`src/common/bridge_perr_defs.svh`:
```
// Constants for the bridge write parity error handler.
`ifndef BRIDGE_PERR_DEFS_SVH
`define BRIDGE_PERR_DEFS_SVH

// Bus indices; a direction is numbered after the bus that initiates it.
`define BUS_PRI 0
`define BUS_SEC 1

// Cycles from the data transfer to the parity error output.
`define PERR_LAG_CYCLES 2

// Posted write flag store depth and master time-out length in clocks.
`define PW_DEPTH_DEF 8
`define MTO_CYCLES_DEF 32768

// Bus status bit positions.
`define ST_DET 0
`define ST_DPD 1

// System error cause bit positions.
`define CAUSE_DN_PW 0
`define CAUSE_UP_PW 1
`define CAUSE_MTO 2

// Reset values.
`define STATUS_RST 2'h0
`define CAUSE_RST 3'h0

`endif

```
`src/common/bridge_perr_pkg.sv`:
```
// Types shared by the bridge write parity error handler.
package bridge_perr_pkg;

  typedef enum logic [1:0] {
    DW_IDLE,
    DW_WAIT,
    DW_READY
  } dw_state_type;

endpackage

```
`src/rtl/bridge_perr_pipe.sv`:
```
// Delays a parity error request and drives the parity error pin for it.
`include "bridge_perr_defs.svh"

module bridge_perr_pipe #(
  parameter int unsigned LAG = `PERR_LAG_CYCLES
) (
  input  wire logic clk_i,
  input  wire logic sys_rst_i,
  input  wire logic fire_i,
  output logic      perr_n_o,
  output logic      perr_oe_o
);
  import bridge_perr_pkg::*;

  logic [LAG-2:0] sh_q;
  logic           perr_n_q;
  logic           oe_q;

  // The pin is driven high for one cycle after the low cycle so it is left deasserted.
  always_ff @(posedge clk_i or posedge sys_rst_i) begin
    if (sys_rst_i) begin
      sh_q     <= '0;
      perr_n_q <= 1'b1;
      oe_q     <= 1'b0;
    end else begin
      sh_q[0] <= fire_i;
      for (int i = 1; i < LAG - 1; i++) begin
        sh_q[i] <= sh_q[i-1];
      end
      perr_n_q <= ~sh_q[LAG-2];
      oe_q     <= sh_q[LAG-2] | ~perr_n_q;
    end
  end

  assign perr_n_o  = perr_n_q;
  assign perr_oe_o = oe_q;
endmodule

```
`src/rtl/bridge_flag_mem.sv`:
```
// Small flag store for posted write entries with a registered read port.
`include "bridge_perr_defs.svh"

module bridge_flag_mem #(
  parameter int unsigned W     = 1,
  parameter int unsigned DEPTH = `PW_DEPTH_DEF
) (
  input  wire logic                     clk_i,
  input  wire logic                     sys_rst_i,
  input  wire logic                     we_i,
  input  wire logic [$clog2(DEPTH)-1:0] waddr_i,
  input  wire logic [W-1:0]             wdata_i,
  input  wire logic [$clog2(DEPTH)-1:0] raddr_i,
  output logic      [W-1:0]             rdata_o
);
  import bridge_perr_pkg::*;

  logic [W-1:0] mem_q [DEPTH];
  logic [W-1:0] rdata_q;

  always_ff @(posedge clk_i or posedge sys_rst_i) begin
    if (sys_rst_i) begin
      for (int i = 0; i < DEPTH; i++) begin
        mem_q[i] <= '0;
      end
      rdata_q <= '0;
    end else begin
      if (we_i) begin
        mem_q[waddr_i] <= wdata_i;
      end
      rdata_q <= mem_q[raddr_i];
    end
  end

  assign rdata_o = rdata_q;
endmodule

```
`src/rtl/bridge_write_parity_error_handler.sv`:
```
// Write data parity error handling for a transparent two-bus bridge.
`include "bridge_perr_defs.svh"

module bridge_write_parity_error_handler #(
  parameter int unsigned PW_DEPTH   = `PW_DEPTH_DEF,
  parameter int unsigned MTO_CYCLES = `MTO_CYCLES_DEF
) (
  input  wire logic                        clk_i,
  input  wire logic                        sys_rst_i,
  input  wire logic                        pri_perr_resp_i,
  input  wire logic                        sec_perr_resp_i,
  input  wire logic                        serr_en_i,
  input  wire logic                        pw_perr_serr_dis_i,
  input  wire logic                        mto_serr_en_i,
  input  wire logic                        pri_dw_valid_i,
  input  wire logic                        pri_pw_valid_i,
  input  wire logic                        pri_multi_i,
  input  wire logic [31:0]                 pri_addr_i,
  input  wire logic [3:0]                  pri_cmd_i,
  input  wire logic [31:0]                 pri_ad_i,
  input  wire logic [3:0]                  pri_be_i,
  input  wire logic                        pri_par_i,
  input  wire logic [$clog2(PW_DEPTH)-1:0] pri_pw_wr_idx_i,
  input  wire logic                        sec_dw_valid_i,
  input  wire logic                        sec_pw_valid_i,
  input  wire logic                        sec_multi_i,
  input  wire logic [31:0]                 sec_addr_i,
  input  wire logic [3:0]                  sec_cmd_i,
  input  wire logic [31:0]                 sec_ad_i,
  input  wire logic [3:0]                  sec_be_i,
  input  wire logic                        sec_par_i,
  input  wire logic [$clog2(PW_DEPTH)-1:0] sec_pw_wr_idx_i,
  input  wire logic                        pri_parity_err_n_i,
  input  wire logic                        sec_parity_err_n_i,
  input  wire logic                        dn_tgt_watch_i,
  input  wire logic                        dn_dw_done_i,
  input  wire logic                        dn_pw_done_i,
  input  wire logic [$clog2(PW_DEPTH)-1:0] dn_pw_rd_idx_i,
  input  wire logic                        up_tgt_watch_i,
  input  wire logic                        up_dw_done_i,
  input  wire logic                        up_pw_done_i,
  input  wire logic [$clog2(PW_DEPTH)-1:0] up_pw_rd_idx_i,
  input  wire logic [1:0]                  pri_status_clr_i,
  input  wire logic [1:0]                  sec_status_clr_i,
  input  wire logic                        sig_serr_clr_i,
  input  wire logic [2:0]                  serr_cause_clr_i,
  output logic                             pri_target_ready_n_o,
  output logic                             pri_stop_n_o,
  output logic                             pri_parity_err_n_o,
  output logic                             pri_parity_err_oe_o,
  output logic                             sec_target_ready_n_o,
  output logic                             sec_stop_n_o,
  output logic                             sec_parity_err_n_o,
  output logic                             sec_parity_err_oe_o,
  output logic                             pri_system_err_n_o,
  output logic                             pri_system_err_oe_o,
  output logic                             dn_dw_pending_o,
  output logic                             dn_dw_bad_par_o,
  output logic                             dn_pw_bad_par_o,
  output logic                             up_dw_pending_o,
  output logic                             up_dw_bad_par_o,
  output logic                             up_pw_bad_par_o,
  output logic [1:0]                       pri_status_o,
  output logic [1:0]                       sec_status_o,
  output logic                             sig_serr_o,
  output logic [2:0]                       serr_cause_o
);
  import bridge_perr_pkg::*;

  localparam int unsigned IW = $clog2(PW_DEPTH);
  localparam int unsigned CW = $clog2(MTO_CYCLES + 1);

  // Even parity over data, byte enables and the parity bit; a one means bad parity.
  function automatic logic par_bad(input logic [31:0] d, input logic [3:0] b, input logic p);
    return ^{d, b, p};
  endfunction

  // Status bits: hardware set wins over a clear in the same cycle.
  function automatic logic [1:0] sticky2(input logic [1:0] q, input logic [1:0] set, input logic [1:0] clr);
    return (q & ~clr) | set;
  endfunction

  // Arrays indexed by bus; direction d is initiated on bus d and delivered on the other bus.
  wire [1:0]    dw_v     = {sec_dw_valid_i, pri_dw_valid_i};
  wire [1:0]    pw_v     = {sec_pw_valid_i, pri_pw_valid_i};
  wire [1:0]    multi    = {sec_multi_i, pri_multi_i};
  wire [1:0]    par      = {sec_par_i, pri_par_i};
  wire [1:0]    resp     = {sec_perr_resp_i, pri_perr_resp_i};
  wire [1:0]    perr_pin = {sec_parity_err_n_i, pri_parity_err_n_i};
  wire [1:0]    watch    = {up_tgt_watch_i, dn_tgt_watch_i};
  wire [1:0]    dwdone   = {up_dw_done_i, dn_dw_done_i};
  wire [1:0]    pwdone   = {up_pw_done_i, dn_pw_done_i};
  wire [31:0]   addr [2];
  wire [31:0]   ad [2];
  wire [3:0]    cmd [2];
  wire [3:0]    be [2];
  wire [IW-1:0] wr_idx [2];
  wire [IW-1:0] rd_idx [2];

  assign addr[0]   = pri_addr_i;
  assign addr[1]   = sec_addr_i;
  assign ad[0]     = pri_ad_i;
  assign ad[1]     = sec_ad_i;
  assign cmd[0]    = pri_cmd_i;
  assign cmd[1]    = sec_cmd_i;
  assign be[0]     = pri_be_i;
  assign be[1]     = sec_be_i;
  assign wr_idx[0] = pri_pw_wr_idx_i;
  assign wr_idx[1] = sec_pw_wr_idx_i;
  assign rd_idx[0] = dn_pw_rd_idx_i;
  assign rd_idx[1] = up_pw_rd_idx_i;

  wire [1:0] xfer;
  wire [1:0] disc;
  wire [1:0] retry;
  wire [1:0] perr_fire;
  wire [1:0] det_set;
  wire [1:0] dpd_dir;
  wire [1:0] serr_pw;
  wire [1:0] mto_hit;
  wire [1:0] pend;
  wire [1:0] dw_bad;
  wire [1:0] pw_bad;

  for (genvar d = 0; d < 2; d++) begin : g_dir
    localparam int T = 1 - d;

    dw_state_type state_q;
    dw_state_type state_d;
    logic [31:0]  e_addr_q;
    logic [31:0]  e_data_q;
    logic [3:0]   e_cmd_q;
    logic [3:0]   e_be_q;
    logic         e_bad_q;
    logic         st_perr_q;
    logic         seen_q;
    logic         pend_q;
    logic         pwbad_q;
    logic [CW-1:0] mto_q;
    logic         flag_rd;

    wire bad       = par_bad(ad[d], be[d], par[d]);
    wire same      = (addr[d] == e_addr_q) && (cmd[d] == e_cmd_q) && (ad[d] == e_data_q) && (be[d] == e_be_q);
    wire hit       = dw_v[d] && (state_q == DW_READY) && same;
    wire first     = dw_v[d] && (state_q == DW_IDLE);
    wire reject    = first && bad && resp[d];
    wire queue     = first && !reject;
    wire reatt_bad = hit && bad;
    wire complete  = hit && !bad;
    wire fwd_perr  = complete && st_perr_q && resp[0] && resp[1];
    wire seen_now  = seen_q || (watch[d] && !perr_pin[T]);
    wire expire    = (state_q == DW_READY) && !complete && (mto_q == CW'(MTO_CYCLES - 1));

    assign xfer[d]      = reject || reatt_bad || complete || pw_v[d];
    assign disc[d]      = reject && multi[d];
    assign retry[d]     = dw_v[d] && !(reject || reatt_bad || complete);
    assign perr_fire[d] = ((reject || reatt_bad || (pw_v[d] && bad)) && resp[d]) || fwd_perr;
    assign det_set[d]   = (dw_v[d] || pw_v[d]) && bad;
    assign dpd_dir[d]   = (dwdone[d] || pwdone[d]) && seen_now && resp[T];
    // A flagged entry already carried bad parity from the initiator, so the target's report is expected.
    assign serr_pw[d]   = pwdone[d] && seen_now && !flag_rd && resp[0] && resp[1] && serr_en_i &&
                          ((d != 0) || !pw_perr_serr_dis_i);
    assign mto_hit[d]   = expire;
    assign pend[d]      = pend_q;
    assign dw_bad[d]    = e_bad_q;
    assign pw_bad[d]    = pwbad_q;

    always_comb begin
      state_d = state_q;
      case (state_q)
        DW_IDLE:  if (queue) state_d = DW_WAIT;
        DW_WAIT:  if (dwdone[d]) state_d = DW_READY;
        DW_READY: if (complete || expire) state_d = DW_IDLE;
        default:  state_d = DW_IDLE;
      endcase
    end

    always_ff @(posedge clk_i or posedge sys_rst_i) begin
      if (sys_rst_i) begin
        state_q   <= DW_IDLE;
        e_addr_q  <= '0;
        e_data_q  <= '0;
        e_cmd_q   <= '0;
        e_be_q    <= '0;
        e_bad_q   <= 1'b0;
        st_perr_q <= 1'b0;
        seen_q    <= 1'b0;
        pend_q    <= 1'b0;
        pwbad_q   <= 1'b0;
        mto_q     <= '0;
      end else begin
        state_q <= state_d;
        pend_q  <= (state_d != DW_IDLE);
        pwbad_q <= flag_rd;
        seen_q  <= seen_now && !dwdone[d] && !pwdone[d];
        mto_q   <= (state_d == DW_READY && state_q == DW_READY) ? mto_q + 1'b1 : '0;
        if (queue) begin
          e_addr_q <= addr[d];
          e_data_q <= ad[d];
          e_cmd_q  <= cmd[d];
          e_be_q   <= be[d];
          e_bad_q  <= bad;
        end
        if (state_q == DW_WAIT && dwdone[d]) begin
          st_perr_q <= seen_now;
        end
      end
    end

    bridge_flag_mem #(
      .W     (1),
      .DEPTH (PW_DEPTH)
    ) u_flag (
      .clk_i     (clk_i),
      .sys_rst_i (sys_rst_i),
      .we_i      (pw_v[d]),
      .waddr_i   (wr_idx[d]),
      .wdata_i   (bad),
      .raddr_i   (rd_idx[d]),
      .rdata_o   (flag_rd)
    );
  end

  logic [1:0] trdy_n_q;
  logic [1:0] stop_n_q;
  logic [1:0] perr_req_q;
  logic [1:0] pri_st_q;
  logic [1:0] sec_st_q;
  logic       serr_n_q;
  logic       serr_oe_q;
  logic       sig_serr_q;
  logic [2:0] cause_q;

  wire       mto_serr = (|mto_hit) && mto_serr_en_i && serr_en_i;
  wire       serr_any = (|serr_pw) || mto_serr;
  wire [1:0] pri_set  = {dpd_dir[1], det_set[0]};
  wire [1:0] sec_set  = {dpd_dir[0], det_set[1]};
  wire [2:0] cause_set = {mto_serr, serr_pw[1], serr_pw[0]};

  always_ff @(posedge clk_i or posedge sys_rst_i) begin
    if (sys_rst_i) begin
      trdy_n_q   <= 2'h3;
      stop_n_q   <= 2'h3;
      perr_req_q <= 2'h0;
      pri_st_q   <= `STATUS_RST;
      sec_st_q   <= `STATUS_RST;
      serr_n_q   <= 1'b1;
      serr_oe_q  <= 1'b0;
      sig_serr_q <= 1'b0;
      cause_q    <= `CAUSE_RST;
    end else begin
      trdy_n_q   <= ~xfer;
      stop_n_q   <= ~(retry | disc);
      perr_req_q <= perr_fire;
      pri_st_q   <= sticky2(pri_st_q, pri_set, pri_status_clr_i);
      sec_st_q   <= sticky2(sec_st_q, sec_set, sec_status_clr_i);
      serr_n_q   <= ~serr_any;
      serr_oe_q  <= serr_any;
      sig_serr_q <= (sig_serr_q && !sig_serr_clr_i) || serr_any;
      cause_q    <= (cause_q & ~serr_cause_clr_i) | cause_set;
    end
  end

  bridge_perr_pipe u_pri_perr (
    .clk_i     (clk_i),
    .sys_rst_i (sys_rst_i),
    .fire_i    (perr_req_q[`BUS_PRI]),
    .perr_n_o  (pri_parity_err_n_o),
    .perr_oe_o (pri_parity_err_oe_o)
  );

  bridge_perr_pipe u_sec_perr (
    .clk_i     (clk_i),
    .sys_rst_i (sys_rst_i),
    .fire_i    (perr_req_q[`BUS_SEC]),
    .perr_n_o  (sec_parity_err_n_o),
    .perr_oe_o (sec_parity_err_oe_o)
  );

  assign pri_target_ready_n_o = trdy_n_q[`BUS_PRI];
  assign pri_stop_n_o         = stop_n_q[`BUS_PRI];
  assign sec_target_ready_n_o = trdy_n_q[`BUS_SEC];
  assign sec_stop_n_o         = stop_n_q[`BUS_SEC];
  assign pri_system_err_n_o   = serr_n_q;
  assign pri_system_err_oe_o  = serr_oe_q;
  assign dn_dw_pending_o      = pend[0];
  assign dn_dw_bad_par_o      = dw_bad[0];
  assign dn_pw_bad_par_o      = pw_bad[0];
  assign up_dw_pending_o      = pend[1];
  assign up_dw_bad_par_o      = dw_bad[1];
  assign up_pw_bad_par_o      = pw_bad[1];
  assign pri_status_o         = pri_st_q;
  assign sec_status_o         = sec_st_q;
  assign sig_serr_o           = sig_serr_q;
  assign serr_cause_o         = cause_q;
endmodule

```
`config.mk`:
```
export PLATFORM = sky130hd
export DESIGN_NAME = bridge_write_parity_error_handler
export DESIGN_NICKNAME = d
export VERILOG_FILES = /design/src/common/bridge_perr_pkg.sv /design/src/rtl/bridge_perr_pipe.sv /design/src/rtl/bridge_flag_mem.sv /design/src/rtl/bridge_write_parity_error_handler.sv
export VERILOG_INCLUDE_DIRS = /design/src /design/src/common
export SDC_FILE = /design/constraint.sdc
export NUM_CORES = 1
export LEC_CHECK = 0
export BUFFER_PORTS_ARGS = -buffer_cell sky130_fd_sc_hd__buf_4
export CAP_MARGIN = 0
export CORE_MARGIN = 1.5
export CORE_UTILIZATION = 40
export CTS_CLUSTER_SIZE = 14
export DETAILED_ROUTE_END_ITERATION = 7
export GPL_TIMING_DRIVEN = 0
export SETUP_SLACK_MARGIN = 0.15
export SLEW_MARGIN = 20
export SYNTH_ARGS = -nofsm -noshare
export SYNTH_HDL_FRONTEND = slang
export SYNTH_HIERARCHICAL = 1
export SYNTH_SLANG_ARGS = --single-unit
```
`constraint.sdc`:
```
create_clock -name clk_i -period 6 [get_ports clk_i]
set_input_delay 0.9 -clock clk_i [delete_from_list [all_inputs] [get_ports clk_i]]
set_output_delay 0.9 -clock clk_i [all_outputs]
set_load 0.01 [all_outputs]
```
==> flow_summary.json, run 1 <==
{
  "initialDrtViolationCount": 322,
  "syn-instance-count": 992,
  "syn_to_final_growth_pct": 26.4,
  "grt_start_max_net_pins": 33,
  "antenna_found_initial": 0,
  "routedWlPerCell_um": 18.2,
  "rsz0062_at_grt": "no",
  "cap_violations": 0,
  "dieArea_um2": 31100,
  "first_pass_iters": 4,
  "synth_top_area_share_pct": 46.4,
  "peakVddDrop_v": 0.000244,
  "start_util_pct": 40.6,
  "io_pins": 211,
  "seq_area_um2": 5760,
  "worst-path-max-fanout": 10,
  "vias_per_cell": 5.04,
  "period_minus_slack_ns": 3.28,
  "outcome": "complete, no violations",
  "synth-seq-cells": 230,
  "drtAntennaViolNets": 0,
  "synth_most_common_cell": "dfrtp_1",
  "fp.dieH_um": 176,
  "tritoncts": "done",
  "drive_gt1_share_pct": 34.9,
  "via_count": 8303,
  "start_kind": "primary input",
  "power.density_nw_per_um2": 473,
  "final_hold_viol_count": 0,
  "num_rows": 63,
  "async_reset_ff_share_pct": 100,
  "criticalPathCategory": "in -> reg",
  "timing.setup.tns_ns": 0,
  "die_w_um": 176,
  "worstSetupEndpointType": "flop",
  "synthTopCellsByCount": "dfrtp_1, xnor2_1, mux2_2, xor2_1, nor2_1",
  "drv_slew": 0,
  "multi_input_area_um2": 6000,
  "synth_edf_count": 0,
  "clkLatencyLatePin_ns": 0.54,
  "placedCellCount": 1599,
  "period_share_pct": 54.6,
  "synth_nets": 1181,
  "power_leakage_nw": 6.51,
  "fin_util_pct": 51.3,
  "grt_util_all_layers_pct": 19.4,
  "grt_overflow_total": 0,
  "grt_pass1_vias": 8595,
  "synth.avg_cell_area_um2": 12.1,
  "globalplace.congestion": 0.855,
  "cp.arrival_ns": 3.67,
  "cts.clk_slew.worst_paths_ns": 0.06,
  "yosysWarnings": 6,
  "final_cells": 1649,
  "yosysSeqAreaShare_pct": 47.9,
  "finalPower_mw": 7.19,
  "clock.fmax_mhz": 305,
  "numPortBuffers": 209,
  "clockBufferDepth": 3,
  "tightest_slew_ns": 0.524,
  "synth_cell_types": 59,
  "ctsHoldBuffers": 0,
  "yosysTopAreaCell": "dfrtp_1",
  "dp_hpwl_um": 23100,
  "cts_root_buf": "clkbuf_16",
  "max-slew-margin-rel_pct": 64.2,
  "required_ns": 6.39,
  "synth-main-ff-cell": "dfrtp_1",
  "worst_hold_path_type": "in -> async",
  "setup_viol": 0,
  "fin_nets": 1427,
  "core_area_um2": 29600,
  "cts-htree-levels": 1,
  "synth_area_leaders": "dfrtp_1, mux2_2, xnor2_1",
  "routed_wl_um": 30000,
  "syn-cell-area_um2": 12000,
  "cts_made_buffers": 27,
  "clkSinkCount": 230,
  "drc": 0,
  "postCtsSetupBuffers": 0,
  "cts_resized": 0,
  "antennaDiodeCount": 0,
  "final.fill_count": 2668,
  "fin_skew_ns": 0.0146,
  "grt_pass1_wl_um": 46900
}
==> layout make-up <==
cell class | instances | area share, %
Clock inverter | 14 | 1.14
Sequential cell | 230 | 37.9
Multi-Input combinational cell | 713 | 39.4
Clock buffer | 36 | 5.06
Inverter | 25 | 0.642
Timing Repair Buffer | 217 | 11.5
Tap cell | 390 | 3.21
Buffer | 24 | 1.17
==> per-layer routing <==
layer  GRT usage (%)  up-vias  part of all wire, %
li1                -     4011                    -
met1            25.1     4077                   44
met2            33.1      176                   48
met3            3.81       39                  5.2
met4            4.98        0                  2.2
met5               0        -                    0
==> flip-flops by register name, indices dropped and copies added (netlist names), 2 cells and up <==
name and cells:
g_dir.st_perr_q 2, g_dir.state_q 4, g_dir.u_flag/rdata_o 2, pri_status_o 2, g_dir.e_data_q 64, serr_cause_o 3, g_dir.e_cmd_q 8, trdy_n_q 2
sec_status_o 2, g_dir.e_addr_q 64, g_dir.e_be_q 8, perr_req_q 2, g_dir.seen_q 2, g_dir.u_flag/mem_q 16, g_dir.mto_q 32, stop_n_q 2
==> per-stage QoR <==
step / setup slack, ns / area, um^2 / hold WS, ns
final: 2.72 / 15200 / 0.265
after CTS: 2.77 / 15200 / 0.236
after global placement: 0.823 / 14100 / 0.337
after floorplan: 2.43 / 12000 / 0.331
after detailed placement: 2.20 / 14300 / 0.336
after global routing: 2.59 / 15200 / 0.258
==> cell usage in the layout (no fill, tap or decap), types with 6 or more instances in the layout <==
| cell type | instances |
|---|---|
| nor2b_1 | 10 |
| inv_1 | 23 |
| clkbuf_8 | 6 |
| and3_1 | 9 |
| buf_6 | 10 |
| clkbuf_1 | 9 |
| xor2_1 | 92 |
| mux2_4 | 18 |
| nand4_1 | 42 |
| nand4b_1 | 11 |
| nor2_1 | 44 |
| and4bb_2 | 6 |
| mux2_2 | 116 |
| o21ai_0 | 13 |
| dfrtp_1 | 223 |
| nand3_1 | 25 |
| xnor2_1 | 140 |
| dfstp_2 | 7 |
| buf_2 | 7 |
| nand2_1 | 21 |
| mux2_1 | 27 |
| and4_1 | 7 |
| clkinv_2 | 9 |
| a21oi_1 | 9 |
| buf_12 | 6 |
| nor3_1 | 9 |
| buf_4 | 210 |
| nor4_1 | 33 |
| clkbuf_16 | 27 |
| nand2b_1 | 18 |
==> final timing paths <==
check / cells after the start / end / slack [ns] / start
max: 9 / g_dir[0].mto_q[6] / 2.72 / pri_cmd_i[2]
min: 2 / u_sec_perr/sh_q / 0.26 / sys_rst_i
max reg2reg: 8 / g_dir[0].mto_q[6] / 2.81 / g_dir[0].e_cmd_q[2]
min reg2reg: 0 / u_sec_perr/sh_q / 0.35 / perr_req_q[1]
max in group asynchronous: 6 / g_dir[0].e_addr_q[13] / 4.54 / sys_rst_i
min in group clk_i: 0 / u_sec_perr/sh_q / 0.35 / perr_req_q[1]
==> critical path, stage by stage <==
cell      delay (ns)
buf_4           0.12
xnor2_1         0.31
nand4_1         0.15
nor4_1          0.40
nand2_1         0.13
or4_1           0.69
o211ai_2        0.41
clkbuf_1        0.44
nor2_1          0.11
==> power breakdown <==
part,switching [mW],leakage (nW),total (mW),internal [mW]
clock network,0.666,0.476,1.73,1.07
registers,0.399,2.80,2.62,2.22
logic,1.36,3.23,2.84,1.48
total,2.42,6.51,7.19,4.77
==> cell families (layout without fill, tap and decap cells) <==
logic type / count (synthesis) / count (layout) / share of synthesized area [%]
DFF: 230 / 230 / 47.9
AOI/OAI and AO/OA: 47 / 47 / 2.59
adders and majority gates: 2 / 2 / 0.208
muxes: 166 / 166 / 16.6
and+or+nand+nor: 263 / 263 / 13.1
buffers and inverters: 49 / 316 / 2.26
xor gates and xnor gates: 235 / 235 / 17.4
Note: power is estimated with default switching activity, not from simulation.
==> inputs of run 2 (changes only) <==
Clock period 6 ns to 3.17 ns, I/O delays scaled along.
==> run 2 against run 1 <==
Compared with the run above: register-to-register slack got worse by 2.5 ns; sequential cell count stayed put; cell count is essentially flat; clock power up 90%; hold slack worse by 0.16 ns; combinational power grew 89%; setup slack got worse by 2.4 ns; via count rose by 0.35%; die area unchanged; cell area up 0.20%; sequential share of layout area decreased by 0.075 points.
==> flow_summary.json, run 2 (synthesis results as in run 1) <==
{
  "dieArea_um2": 31100,
  "antenna_found_initial": 0,
  "grt_pass1_vias": 8597,
  "start_kind": "flop",
  "routed_wl_um": 30000,
  "r2r-start": "g_dir[0].e_cmd_q[2]",
  "setup_viol": 0,
  "first_pass_iters": 4,
  "cp.arrival_ns": 3.24,
  "routedWlPerCell_um": 18.2,
  "required_ns": 3.58,
  "cp_top_family": "simple AND/OR/NAND/NOR gates",
  "power_leakage_nw": 6.52,
  "globalplace.congestion": 0.855,
  "num_rows": 63,
  "clock.fmax_mhz": 353,
  "tightest_slew_ns": 0.521,
  "fin_util_pct": 51.4,
  "clkLatencyLatePin_ns": 0.54,
  "grt_pass1_wl_um": 46900,
  "core_area_um2": 29600,
  "final_hold_viol_count": 0,
  "worst_hold_path_type": "in -> reg",
  "vias_per_cell": 5.05,
  "rr_worst_depth": 8,
  "cts_made_buffers": 27,
  "worst-path-max-fanout": 10,
  "drive_gt1_share_pct": 35.1,
  "worstSetupEndpointType": "flop",
  "reg_top3": "g_dir.e_addr_q: 64 flops, g_dir.e_data_q: 64 flops, g_dir.mto_q: 32 flops",
  "postCtsSetupBuffers": 0,
  "r2r_end": "g_dir[0].state_q[1]",
  "placed_cell_area_um2": 14300,
  "grt_overflow_total": 0,
  "clockBufferDepth": 3,
  "setup_slack_ns": 0.334,
  "crit_path_end": "g_dir[0].state_q[1]",
  "fin_skew_ns": 0.0149,
  "cts-htree-levels": 1,
  "io_pins": 211,
  "dp_slack_ns": -0.205,
  "dp_hpwl_um": 23100,
  "syn_to_final_growth_pct": 26.7,
  "r2r_setup_slack_ns": 0.33,
  "drv_slew": 0,
  "crit_top_cell": "nand2_1",
  "drtAntennaViolNets": 0,
  "numPortBuffers": 209,
  "period_share_pct": 89.5,
  "initialDrtViolationCount": 363,
  "layout_commonest_cell": "dfrtp_1",
  "cp-startpoint": "g_dir[0].e_cmd_q[2]",
  "drc": 0,
  "fp.dieH_um": 176,
  "cts_root_buf": "clkbuf_16",
  "criticalPathCategory": "reg -> reg",
  "hold_depth": 2,
  "cap_violations": 0,
  "critPathMaxStageDelay_ns": 0.61,
  "via_count": 8332,
  "path_depth": 8,
  "die_w_um": 176,
  "peakVddDrop_v": 0.000461,
  "grt_util_all_layers_pct": 19.4,
  "period_minus_slack_ns": 2.84,
  "start_util_pct": 40.6,
  "cts.clk_slew.worst_paths_ns": 0.06,
  "cp_num_buf_inv": 1,
  "rsz0062_at_grt": "no",
  "outcome": "complete, no violations",
  "tritoncts": "done",
  "fin_nets": 1428,
  "clkSinkCount": 230,
  "max-slew-margin-rel_pct": 64.4,
  "antennaDiodeCount": 0,
  "power.density_nw_per_um2": 894,
  "layout_common_cells": "dfrtp_1, buf_4, xnor2_1",
  "slowest_stage": "or4_4",
  "design_area_um2": 15200,
  "crit_chain": "xnor2_1, nand4_1, nor4_1, nand2_1, or4_4, o211ai_4, clkbuf_2, nand2_1",
  "grt_start_max_net_pins": 33
}
-- run 2: cell count changes in the layout (fill, tap and decap cells not counted) --
cell	before	now
clkbuf_2	0	1
nor4_1	33	32
o211ai_4	0	1
or4_1	5	4
nor4_2	0	1
o211ai_2	2	1
dlygate4sd3_1	0	1
clkbuf_1	9	8
or4_4	0	1
-- run 2: worst min path at each step --
stage	endpoint	from	slack, ns
6_report	g_dir[0].seen_q	dn_pw_done_i	0.10
5_1_grt	g_dir[1].seen_q	up_pw_done_i	0.1
4_1_cts	g_dir[0].seen_q	dn_pw_done_i	0.07
3_5_place_dp	u_sec_perr/sh_q	perr_req_q[1]	0.34
3_3_place_gp	u_pri_perr/sh_q	perr_req_q[0]	0.34
2_1_floorplan	u_pri_perr/perr_oe_o	sys_rst_i	0.23
-- run 2: repair_timing --
| item | in CTS | in global routing |
|---|---|---|
| pin swaps | 0 | 0 |
| endpoints found under the setup margin | 10 | 11 |
| resized for setup | 1 | 3 |
| hold buffers | 1 | 0 |
| hold endpoints to repair | 33 | 0 |
| gates cloned | 0 | 0 |
-- run 2: stage by stage --
stage | power, mW | std cells | setup TNS [ns] | hold WS (ns)
detailed placement | 10.4 | 1599 | -12.85 | 0.336
finish | 13.6 | 1650 | 0 | 0.103
floorplan | 8.81 | 992 | 0 | 0.228
CTS | 13.8 | 1650 | 0 | 0.0742
global route | 14.5 | 1650 | 0 | 0.0963
global placement | 10.3 | 1591 | -328.06 | 0.337
-- run 2: layer usage --
| layer | share of wire [%] | wire [um] | GRT usage [%] |
|---|---|---|---|
| met2 | 48 | 14400 | 33.1 |
| met5 | 0 | 0 | 0 |
| met3 | 5.3 | 1580 | 3.81 |
| met1 | 44 | 13300 | 25.1 |
| met4 | 2.4 | 715 | 4.98 |
-- run 2: worst reg2reg max path: cells and delay by family (launching register included) --
| kind | cells | cell delay (ns) |
|---|---|---|
| AND/OR/NAND/NOR | 5 | 1.39 |
| flip-flops | 1 | 0.38 |
| XOR/XNOR | 1 | 0.34 |
| AO/OA/AOI/OAI | 1 | 0.31 |
| buffers and inverters | 1 | 0.30 |
-- run 2: final cells by class --
type / count / area [um^2]
inverters: 25 / 97.6
clock inverters: 14 / 174
repair buffers: 218 / 1750
well taps: 390 / 488
multi-input cells: 713 / 6010
clock buffers: 36 / 769
flip-flops and latches: 230 / 5760
fillers: 2663 / 14400
plain buffers: 24 / 179
-- run 2: where the power goes --
group          internal [mW]  switching [mW]  total (mW)
Clock                   2.02            1.26        3.28
Sequential              4.21           0.754        4.96
Combinational           2.81            2.57        5.38
